## config.mk

```make
export PLATFORM = sky130hd
export DESIGN_NAME = dct_timer
export DESIGN_NICKNAME = d
export VERILOG_FILES = /design/src/dct_pkg.sv /design/src/dct_sync_bit_ch2.sv /design/src/dct_chan.sv /design/src/dct_timer.sv
export SDC_FILE = /design/constraint.sdc
export NUM_CORES = 1
export LEC_CHECK = 0
export BUFFER_PORTS_ARGS = -buffer_cell sky130_fd_sc_hd__buf_2
export CORE_MARGIN = 3
export CORE_UTILIZATION = 45
export CTS_CLUSTER_DIAMETER = 80
export DETAILED_ROUTE_END_ITERATION = 7
export GPL_TIMING_DRIVEN = 0
export HOLD_SLACK_MARGIN = 0.06
export PLACE_DENSITY = 0.71
export SYNTH_ARGS = -nofsm -noshare
export SYNTH_HDL_FRONTEND = slang
export SYNTH_SLANG_ARGS = --single-unit
```

## constraint.sdc

```tcl
create_clock -name clk -period 3.8 [get_ports clk]
set_input_delay 1.14 -clock clk [delete_from_list [all_inputs] [get_ports clk]]
set_output_delay 1.14 -clock clk [all_outputs]
set_load 0.02 [all_outputs]
```

## src/dct_pkg.sv

```systemverilog
package dct_pkg;

  // ---------------------------------------------------------------
  // Geometry
  // ---------------------------------------------------------------
  localparam int DCT_NCH = 2;
  localparam int DCT_NGEN = 4;
  localparam int DCT_PRE_W = 6;

  // ---------------------------------------------------------------
  // Register word indexes on the internal 16-bit bus
  // ---------------------------------------------------------------
  localparam logic [3:0] DCT_IDX_CNT1 = 4'h0;
  localparam logic [3:0] DCT_IDX_GEN0 = 4'h2;
  localparam logic [3:0] DCT_IDX_RUN = 4'h6;
  localparam logic [3:0] DCT_IDX_SYNC = 4'h7;
  localparam logic [3:0] DCT_IDX_CTRL1 = 4'h8;
  localparam logic [3:0] DCT_IDX_PIO1 = 4'ha;
  localparam logic [3:0] DCT_IDX_STAT1 = 4'hc;

  // ---------------------------------------------------------------
  // Reset values and constants
  // ---------------------------------------------------------------
  localparam logic [15:0] DCT_CNT_RST = 16'h0000;
  localparam logic [15:0] DCT_CNT_ONE = 16'h0001;
  localparam logic [15:0] DCT_GEN_RST = 16'hffff;
  localparam logic [15:0] DCT_RD_NONE = 16'h0000;
  localparam logic [7:0] DCT_B8_RST = 8'h00;
  localparam logic [7:0] DCT_CH_MASK = 8'h06;
  localparam logic [DCT_PRE_W-1:0] DCT_PRE_ONE = 6'h01;

  // Run and sync bit of channel c sits at bit c+1
  localparam int DCT_CH_BIT0 = 1;

  // ---------------------------------------------------------------
  // Counter control fields
  // ---------------------------------------------------------------
  localparam int DCT_CTL_CKS_LO = 0;
  localparam int DCT_CTL_CLR_LO = 2;
  typedef enum logic [1:0] {
    DCT_CLR_NONE = 2'h0,
    DCT_CLR_CMPA = 2'h1,
    DCT_CLR_CMPB = 2'h2,
    DCT_CLR_SYNC = 2'h3
  } dct_clr_type;

  // ---------------------------------------------------------------
  // Pin I/O control fields, one nibble per general register
  // ---------------------------------------------------------------
  localparam int DCT_IO_W = 4;
  localparam int DCT_IO_INIT = 0;
  localparam int DCT_IO_ACT_LO = 1;
  localparam int DCT_IO_CAP = 3;
  typedef enum logic [1:0] {
    DCT_ACT_HOLD = 2'h0,
    DCT_ACT_LOW = 2'h1,
    DCT_ACT_HIGH = 2'h2,
    DCT_ACT_TOGGLE = 2'h3
  } dct_act_type;

  // ---------------------------------------------------------------
  // Status fields
  // ---------------------------------------------------------------
  localparam int DCT_ST_FA = 0;
  localparam int DCT_ST_OVF = 4;
  localparam logic [7:0] DCT_ST_RSV_ONES = 8'hc0;

endpackage : dct_pkg

```

## src/dct_sync_bit_ch2.sv

```systemverilog
`timescale 1ns/10ps
module dct_sync_bit_ch2
  import dct_pkg::*;
#(
  parameter int WIDTH = 1
) (
  input wire logic clk,
  input wire logic sys_rst,
  input wire logic [WIDTH-1:0] async_in,
  output logic [WIDTH-1:0] sync_out
);

  logic [WIDTH-1:0] meta_q;
  logic [WIDTH-1:0] meta_d;
  logic [WIDTH-1:0] sync_d;

  always_comb begin
    meta_d = async_in;
    sync_d = meta_q;
  end

  always_ff @(posedge clk) begin
    if (sys_rst) begin
      meta_q <= '0;
      sync_out <= '0;
    end else begin
      meta_q <= meta_d;
      sync_out <= sync_d;
    end
  end

endmodule : dct_sync_bit_ch2

```

## src/dct_chan.sv

```systemverilog
`timescale 1ns/10ps
module dct_chan
  import dct_pkg::*;
(
  input wire logic clk,
  input wire logic sys_rst,
  input wire logic standby,
  input wire logic tick,
  input wire logic run,
  input wire logic load,
  input wire logic [15:0] load_val,
  input wire logic clear,
  output logic [15:0] cnt_q,
  output logic wrap
);

  logic [15:0] cnt_d;

  // ---------------------------------------------------------------
  // Up-counter; a load beats a clear, so a preset is lost only in standby
  // ---------------------------------------------------------------
  always_comb begin
    cnt_d = cnt_q;
    wrap = 1'b0;
    if (standby) begin
      cnt_d = DCT_CNT_RST;
    end else if (load) begin
      cnt_d = load_val;
    end else if (clear) begin
      cnt_d = DCT_CNT_RST;
    end else if (run && tick) begin
      cnt_d = cnt_q + DCT_CNT_ONE;
      wrap = (cnt_q == DCT_GEN_RST);
    end
  end

  always_ff @(posedge clk) begin
    if (sys_rst) begin
      cnt_q <= DCT_CNT_RST;
    end else begin
      cnt_q <= cnt_d;
    end
  end

endmodule : dct_chan

```

## src/dct_timer.sv

```systemverilog
`timescale 1ns/10ps
// Overview of operation
// - Two channels, each with 16-bit up-counter
// - Counters zero on reset and standby
// - Four general registers: compare or capture
// - General registers reset to all ones
// - Run bits 2,1 start/stop counters
// - I/O control write while stopped sets pin
// - Sync bits 2,1 select synchronous operation
// - Synced counters preset and clear together
// - Sync clear needs sync bit and source
// - Wrap from all ones sets overflow flag
module dct_timer
  import dct_pkg::*;
(
  input wire logic clk,
  input wire logic sys_rst,
  input wire logic hw_standby,
  input wire logic [3:0] bus_addr,
  input wire logic bus_wr,
  input wire logic bus_rd,
  input wire logic [1:0] bus_be,
  input wire logic [15:0] bus_wdata,
  output logic [15:0] bus_rdata,
  input wire logic [DCT_NGEN-1:0] pin_in,
  output logic [DCT_NGEN-1:0] pin_out,
  output logic [DCT_NGEN-1:0] pin_oe
);

  // ---------------------------------------------------------------
  // Helpers
  // ---------------------------------------------------------------
  // Count clock: the free prescaler divided by 1, 4, 16 or 64
  // A tick is the one cycle in which the selected low bits are all ones
  function automatic logic dct_tick(input logic [1:0] sel, input logic [DCT_PRE_W-1:0] pre);
    logic t;
    t = 1'b1;
    unique case (sel)
      2'h0: t = 1'b1;
      2'h1: t = &pre[1:0];
      2'h2: t = &pre[3:0];
      2'h3: t = &pre;
    endcase
    return t;
  endfunction : dct_tick

  function automatic logic [DCT_IO_W-1:0] dct_io(input logic [7:0] pio, input int ab);
    return ab[0] ? pio[2*DCT_IO_W-1:DCT_IO_W] : pio[DCT_IO_W-1:0];
  endfunction : dct_io

  function automatic logic [3:0] dct_at(input logic [3:0] base, input int ofs);
    return base + ofs[3:0];
  endfunction : dct_at

  // ---------------------------------------------------------------
  // Pin and standby synchronisers
  // ---------------------------------------------------------------
  logic [DCT_NGEN-1:0] pin_s;
  logic standby_s;

  dct_sync_bit_ch2 #(.WIDTH(DCT_NGEN)) u_pin_sync (
    .clk(clk),
    .sys_rst(sys_rst),
    .async_in(pin_in),
    .sync_out(pin_s)
  );

  dct_sync_bit_ch2 #(.WIDTH(1)) u_stby_sync (
    .clk(clk),
    .sys_rst(sys_rst),
    .async_in(hw_standby),
    .sync_out(standby_s)
  );

  // ---------------------------------------------------------------
  // State
  // ---------------------------------------------------------------
  logic [15:0] gen_q [DCT_NGEN];
  logic [15:0] gen_d [DCT_NGEN];
  logic [7:0] run_q, run_d;
  logic [7:0] sync_q, sync_d;
  logic [7:0] ctrl_q [DCT_NCH];
  logic [7:0] ctrl_d [DCT_NCH];
  logic [7:0] pio_q [DCT_NCH];
  logic [7:0] pio_d [DCT_NCH];
  logic [7:0] stat_q [DCT_NCH];
  logic [7:0] stat_d [DCT_NCH];
  logic [DCT_NGEN-1:0] pin_d, oe_d, prev_q, prev_d;
  logic [15:0] rdata_d;
  logic [DCT_PRE_W-1:0] pre_q, pre_d;

  // Counter values, per-channel and per-general-register event strobes
  logic [15:0] cnt [DCT_NCH];
  logic [DCT_NCH-1:0] wrap, tick_ch, run_v, sync_v;
  logic [DCT_NCH-1:0] cnt_wr, load_ch, clr_own, clr_ch;
  logic [DCT_NGEN-1:0] cap_ev, cmp_ev;
  logic wr_full, wr_lo;

  // ---------------------------------------------------------------
  // Channel counters
  // ---------------------------------------------------------------
  for (genvar c = 0; c < DCT_NCH; c++) begin : g_chan
    dct_chan u_chan (
      .clk(clk),
      .sys_rst(sys_rst),
      .standby(standby_s),
      .tick(tick_ch[c]),
      .run(run_v[c]),
      .load(load_ch[c]),
      .load_val(bus_wdata),
      .clear(clr_ch[c]),
      .cnt_q(cnt[c]),
      .wrap(wrap[c])
    );
  end

  // ---------------------------------------------------------------
  // Events: ticks, compare, capture, preset and clear
  // ---------------------------------------------------------------
  always_comb begin
    logic [DCT_IO_W-1:0] io;
    dct_clr_type src;
    int c;
    io = '0;
    src = DCT_CLR_NONE;
    c = 0;
    // 16-bit registers only take full-word writes; byte writes are dropped
    wr_full = bus_wr && (&bus_be);
    wr_lo = bus_wr && bus_be[0];
    for (int n = 0; n < DCT_NCH; n++) begin
      run_v[n] = run_q[n + DCT_CH_BIT0];
      sync_v[n] = sync_q[n + DCT_CH_BIT0];
      tick_ch[n] = dct_tick(ctrl_q[n][DCT_CTL_CKS_LO +: 2], pre_q);
      cnt_wr[n] = wr_full && (bus_addr == dct_at(DCT_IDX_CNT1, n));
    end
    for (int k = 0; k < DCT_NGEN; k++) begin
      c = k / 2;
      io = dct_io(pio_q[c], k % 2);
      // Rising edge only; the pin passed two flops, so it lags by two cycles
      cap_ev[k] = io[DCT_IO_CAP] && pin_s[k] && !prev_q[k];
      // Judged on a count tick only, so a halted counter never matches
      cmp_ev[k] = !io[DCT_IO_CAP] && run_v[c] && tick_ch[c] && (cnt[c] == gen_q[k]);
    end
    for (int n = 0; n < DCT_NCH; n++) begin
      src = dct_clr_type'(ctrl_q[n][DCT_CTL_CLR_LO +: 2]);
      // A capture on the selected register clears the counter as a match does
      clr_own[n] = ((src == DCT_CLR_CMPA) && (cmp_ev[2*n] || cap_ev[2*n]))
                || ((src == DCT_CLR_CMPB) && (cmp_ev[2*n+1] || cap_ev[2*n+1]));
    end
    for (int n = 0; n < DCT_NCH; n++) begin
      src = dct_clr_type'(ctrl_q[n][DCT_CTL_CLR_LO +: 2]);
      // Another synced channel's own clear pulls this one along when its clear source is sync
      clr_ch[n] = clr_own[n] || (sync_v[n] && (src == DCT_CLR_SYNC)
               && |(clr_own & sync_v & ~(DCT_NCH'(1) << n)));
      // A full write to any synced counter presets every synced counter
      load_ch[n] = cnt_wr[n] || (sync_v[n] && |(cnt_wr & sync_v));
    end
  end

  // ---------------------------------------------------------------
  // Register file, pins and read data
  // ---------------------------------------------------------------
  always_comb begin
    logic [DCT_IO_W-1:0] io;
    int c;
    io = '0;
    c = 0;
    gen_d = gen_q;
    run_d = run_q;
    sync_d = sync_q;
    ctrl_d = ctrl_q;
    pio_d = pio_q;
    stat_d = stat_q;
    pin_d = pin_out;
    oe_d = pin_oe;
    rdata_d = bus_rdata;
    prev_d = pin_s;
    pre_d = pre_q + DCT_PRE_ONE;

    // Unused bits are forced to zero so a careless write cannot enable them
    if (wr_lo && bus_addr == DCT_IDX_RUN) begin
      run_d = bus_wdata[7:0] & DCT_CH_MASK;
    end
    if (wr_lo && bus_addr == DCT_IDX_SYNC) begin
      sync_d = bus_wdata[7:0] & DCT_CH_MASK;
    end
    for (int n = 0; n < DCT_NCH; n++) begin
      if (wr_lo && bus_addr == dct_at(DCT_IDX_CTRL1, n)) begin
        ctrl_d[n] = bus_wdata[7:0];
      end
      if (wr_lo && bus_addr == dct_at(DCT_IDX_PIO1, n)) begin
        pio_d[n] = bus_wdata[7:0];
      end
      // Write 0 clears a flag, but a new event in the same cycle wins
      if (wr_lo && bus_addr == dct_at(DCT_IDX_STAT1, n)) begin
        stat_d[n] = stat_q[n] & bus_wdata[7:0];
      end
      // Overflow is the counter's own wrap, never a load or clear to zero
      stat_d[n][DCT_ST_OVF] = stat_d[n][DCT_ST_OVF] | wrap[n];
      for (int ab = 0; ab < 2; ab++) begin
        stat_d[n][DCT_ST_FA + ab] = stat_d[n][DCT_ST_FA + ab]
                                  | cmp_ev[2*n+ab] | cap_ev[2*n+ab];
      end
    end

    for (int k = 0; k < DCT_NGEN; k++) begin
      c = k / 2;
      // Capture beats a software write landing in the same cycle
      if (cap_ev[k]) begin
        gen_d[k] = cnt[c];
      end else if (wr_full && bus_addr == dct_at(DCT_IDX_GEN0, k)) begin
        gen_d[k] = bus_wdata;
      end
      // The new control value decides pin level and enable at once
      io = dct_io(pio_d[c], k % 2);
      if (wr_lo && bus_addr == dct_at(DCT_IDX_PIO1, c) && !run_v[c]) begin
        pin_d[k] = io[DCT_IO_INIT];
      end else if (cmp_ev[k]) begin
        unique case (dct_act_type'(io[DCT_IO_ACT_LO +: 2]))
          DCT_ACT_HOLD: pin_d[k] = pin_out[k];
          DCT_ACT_LOW: pin_d[k] = 1'b0;
          DCT_ACT_HIGH: pin_d[k] = 1'b1;
          DCT_ACT_TOGGLE: pin_d[k] = !pin_out[k];
        endcase
      end
      // With the run bit low no compare event occurs, so the level holds
      oe_d[k] = !io[DCT_IO_CAP]
             && (dct_act_type'(io[DCT_IO_ACT_LO +: 2]) != DCT_ACT_HOLD);
    end

    // Only a read strobe refreshes the read data; it holds otherwise
    // Upper byte of an 8-bit register reads as zero
    if (bus_rd) begin
      rdata_d = DCT_RD_NONE;
      if (bus_addr == DCT_IDX_RUN) begin
        rdata_d[7:0] = run_q;
      end
      if (bus_addr == DCT_IDX_SYNC) begin
        rdata_d[7:0] = sync_q;
      end
      for (int n = 0; n < DCT_NCH; n++) begin
        if (bus_addr == dct_at(DCT_IDX_CNT1, n)) begin
          rdata_d = cnt[n];
        end
        if (bus_addr == dct_at(DCT_IDX_CTRL1, n)) begin
          rdata_d[7:0] = ctrl_q[n];
        end
        if (bus_addr == dct_at(DCT_IDX_PIO1, n)) begin
          rdata_d[7:0] = pio_q[n];
        end
        if (bus_addr == dct_at(DCT_IDX_STAT1, n)) begin
          rdata_d[7:0] = stat_q[n] | DCT_ST_RSV_ONES;
        end
      end
      for (int k = 0; k < DCT_NGEN; k++) begin
        if (bus_addr == dct_at(DCT_IDX_GEN0, k)) begin
          rdata_d = gen_q[k];
        end
      end
    end
  end

  always_ff @(posedge clk) begin
    if (sys_rst) begin
      for (int k = 0; k < DCT_NGEN; k++) begin
        gen_q[k] <= DCT_GEN_RST;
      end
      for (int n = 0; n < DCT_NCH; n++) begin
        ctrl_q[n] <= DCT_B8_RST;
        pio_q[n] <= DCT_B8_RST;
        stat_q[n] <= DCT_B8_RST;
      end
      run_q <= DCT_B8_RST;
      sync_q <= DCT_B8_RST;
      pin_out <= '0;
      pin_oe <= '0;
      prev_q <= '0;
      bus_rdata <= DCT_RD_NONE;
      // Prescaler restarts at reset, so divided ticks keep a known phase
      pre_q <= '0;
    end else begin
      gen_q <= gen_d;
      ctrl_q <= ctrl_d;
      pio_q <= pio_d;
      stat_q <= stat_d;
      run_q <= run_d;
      sync_q <= sync_d;
      pin_out <= pin_d;
      pin_oe <= oe_d;
      prev_q <= prev_d;
      bus_rdata <= rdata_d;
      pre_q <= pre_d;
    end
  end

endmodule : dct_timer

```

==> out/metrics.cfg <==
[critical_path]
crit_top_cell=or2_2
reg2reg_from=pre_q[0]$_SDFF_PP0_
path_buf_inv=1
crit_path_end_kind=register
crit_family=simple AND/OR/NAND/NOR gates
reg2reg_to=g_chan[1].u_chan.cnt_q[9]$_SDFFE_PP0P_
path_cells=buf_2, or2_2, nor3_1, a31oi_1, or2_2, nor2_1, o2bb2a_1, a21oi_1
crit_fanout=10
cp-start-kind=primary input
cpPeakStageDelay_ns=0.66
worst-r2r-setup-slack_ns=0.51
critical_path.slowest_cell=nor2_1
cp_data_required_time_ns=4.17
crit_type=in2reg
reg2regPathDepth=10
critPathArrivalTime_ns=3.85

[synth]
synth_area_sq_mm=0.0103
netlist_instances=1344
yosysTopAreaCell=dfxtp_1
synth_edf_count=0
synth.avg_cell_area_sq_um=7.67
yosysSeqAreaShare=0.365
synth_area_leaders=dfxtp_1 (37%), nand2_1 (8.5%), o21ai_0 (6.2%), xor2_1 (4.1%), nand3_1 (3.8%)
async_flop_share=0
syn-num-nets=1378
synth_top_area_share=0.365
yosys.cell_types.count=70
synth_flop_cell=dfxtp_1
yosys_warnings=0
synth_seq_cells=188

[finish]
nets=1446
fin_util=0.520
layout-drive-gt1-share=0.0961
final_cells=1705
diodes=0
area_growth_pct=11.7
design_area_sq_mm=0.0115

[timing]
post-route-period-util=0.914
timing_hold_violations_final=0
finalMaxSlewViolations=0
finalCriticalPeriod_ns=3.47
fmax_mhz=288
relSlewSlack=0.195
setup_viol=0
skew_ns=0.0104
tns_ns=0
worst_pin_slew_ns=1.20
timing.final.ws_setup_ns=0.326
rsz0062_at_grt=no

[clock_tree]
clk_latency_ns=0.45
cts_setup_buffers=0
postCtsResizedCells=0
ctsHoldBuffers=0
cts-root-buf=clkbuf_16
ctsHtreeMaxLevel=4
cts_buffers=17
cts_tree=done
clock_sinks=188
path_clk_slew_ns=0.07
clk_path_buf_depth=2

[detailed_routing]
vias=10800
wl_per_cell_um=23.0
firstDrtPassIters=6
drc_errors=0
wirelength_mm=39.2
drt_iter0_drc=1441
vias_per_cell=6.33
ant_nets=0

[grt]
antenna_found_initial=0
grt_overflow=0
grt_pass1_wl_mm=59.5
grt_pass1_vias=10000
grt_util_all_layers=0.314
grt_max_degree=17

[pwr]
combPwrFrac=0.083
powerDensity_mw_per_mm2=373
power_frac_seq=0.470
switching_share=0.262
ir_drop_mv=0.319
p_leak_nw=4.26
intPower_mw=3.17
p_sw_mw=1.13
power_frac_clock=0.447

[die]
dieArea_sq_mm=0.0248
dieWidth_um=157
start_util=0.465
core.rowCount=54
io_pins=55
coreArea_sq_mm=0.0222
die_h_um=157

[placed_design]
dpl_cell_area_sq_mm=0.0109
place_ws_ns=0.0324
gp_congestion=1.02
place_hpwl_mm=29.5
place_inst=1673
port_buffers=49

[run]
cap_violations=0

[worst_hold_path]
hp-class=reg2reg
min_to=u_pin_sync.sync_out[2]$_SDFF_PP0_
worstHoldStart=u_pin_sync.meta_q[2]$_SDFF_PP0_
min_path_cells=1

[outcome]
status=complete, no violations

## synth_stat cells (5+ instances only)
master and n:
buf_2 24, a221oi_1 25, o21ai_0 127, dfxtp_1 188, a2bb2oi_1 7, xnor2_1 21
a31oi_1 7, o21a_1 6, nor4_1 11, a21oi_1 60, nor3_1 13, o311a_1 7
inv_1 24, and2_1 6, buf_6 6, nand2_1 234, o211a_1 5, nand3_1 79
mux2i_1 28, nand2b_1 32, or3_1 6, a32oi_1 11, buf_1 10, a22o_1 12
o31ai_1 7, or2_2 8, and3_1 14, a22oi_1 9, xor2_1 48, a211oi_1 11
nand4_1 13, nor2b_1 18, o211ai_1 35, nor2_1 98, clkbuf_1 74, o22ai_1 5
## flip-flops by register name, indices dropped and copies added, names as in the netlist, 4 cells and up
name,count
bus_rdata,16
u_pin_sync.meta_q,4
pre_q,6
pin_oe,4
stat_q,12
pin_out,4
pio_q,16
u_pin_sync.sync_out,4
prev_q,4
g_chan.u_chan.cnt_q,32
gen_q,64
ctrl_q,16
## routing by layer
layer  track usage  vias to the layer above  part of all wire
met2         0.493                      689              0.45
met3        0.0588                      108              0.11
li1              -                     4921                 -
met4         0.103                        0             0.032
met5             0                        -                 0
met1         0.438                     5075              0.41
## placed cells by master (no fill, tap or decap), drive strengths merged, types with 12 or more instances in the layout
master	netlist	layout
a21oi	60	60
nor2	98	98
clkbuf	74	95
xor2	48	48
a221oi	26	26
nand4	13	13
nand3	79	79
nor3	14	14
and3	14	14
o21ai	129	129
nand2	234	234
buf	42	91
nand2b	32	32
dfxtp	188	188
o211ai	35	35
a22o	12	12
xnor2	21	21
mux2i	28	28
nor2b	18	18
inv	24	27
nor4	12	12
## cells by family after synthesis
| group | share of synthesized area |
|---|---|
| buf+inv | 0.0590 |
| simple gates | 0.238 |
| flops | 0.365 |
| mux | 0.0305 |
| fa+ha+maj | 0.00364 |
| xor+xnor | 0.0586 |
| compound gates | 0.245 |
## worst max path at each step
stage	start	endpoint	slack, ns	depth (start not counted)
2_1_floorplan	bus_addr[2]	g_chan[1].u_chan.cnt_q[3]$_SDFFE_PP0P_	0.87	7
3_3_place_gp	bus_addr[2]	g_chan[1].u_chan.cnt_q[3]$_SDFFE_PP0P_	0.02	8
3_5_place_dp	bus_addr[2]	g_chan[1].u_chan.cnt_q[3]$_SDFFE_PP0P_	0.03	8
4_1_cts	bus_addr[2]	g_chan[1].u_chan.cnt_q[3]$_SDFFE_PP0P_	0.46	8
5_1_grt	bus_addr[2]	g_chan[1].u_chan.cnt_q[6]$_SDFFE_PP0P_	0.27	9
6_report	bus_addr[2]	g_chan[1].u_chan.cnt_q[3]$_SDFFE_PP0P_	0.33	8
## cell type report
cell class / count / area (sq um)
buffer: 116 / 518
clock buffer: 21 / 450
clock inverter: 11 / 159
fill: 2163 / 10600
inverter: 24 / 90.1
multi-input combinational: 1016 / 5940
sequential: 188 / 3760
tap: 280 / 350
timing repair buffer: 49 / 245
## per-stage QoR
stage                     power (mW)  hold slack [ns]
after floorplan                 2.26            0.413
after global placement          2.41            0.417
after detailed placement        2.41            0.429
after CTS                       4.28            0.441
after global routing            4.39            0.458
final                           4.29            0.437
## power groups by stage
stage,sequential [mW],combinational [mW],clock [mW]
2_1_floorplan,2.07,0.190,0
3_3_place_gp,2.06,0.342,0
3_5_place_dp,2.06,0.344,0
4_1_cts,2.02,0.345,1.91
5_1_grt,2.02,0.379,1.99
6_report,2.02,0.357,1.92
(Power assumes the default switching activity.)
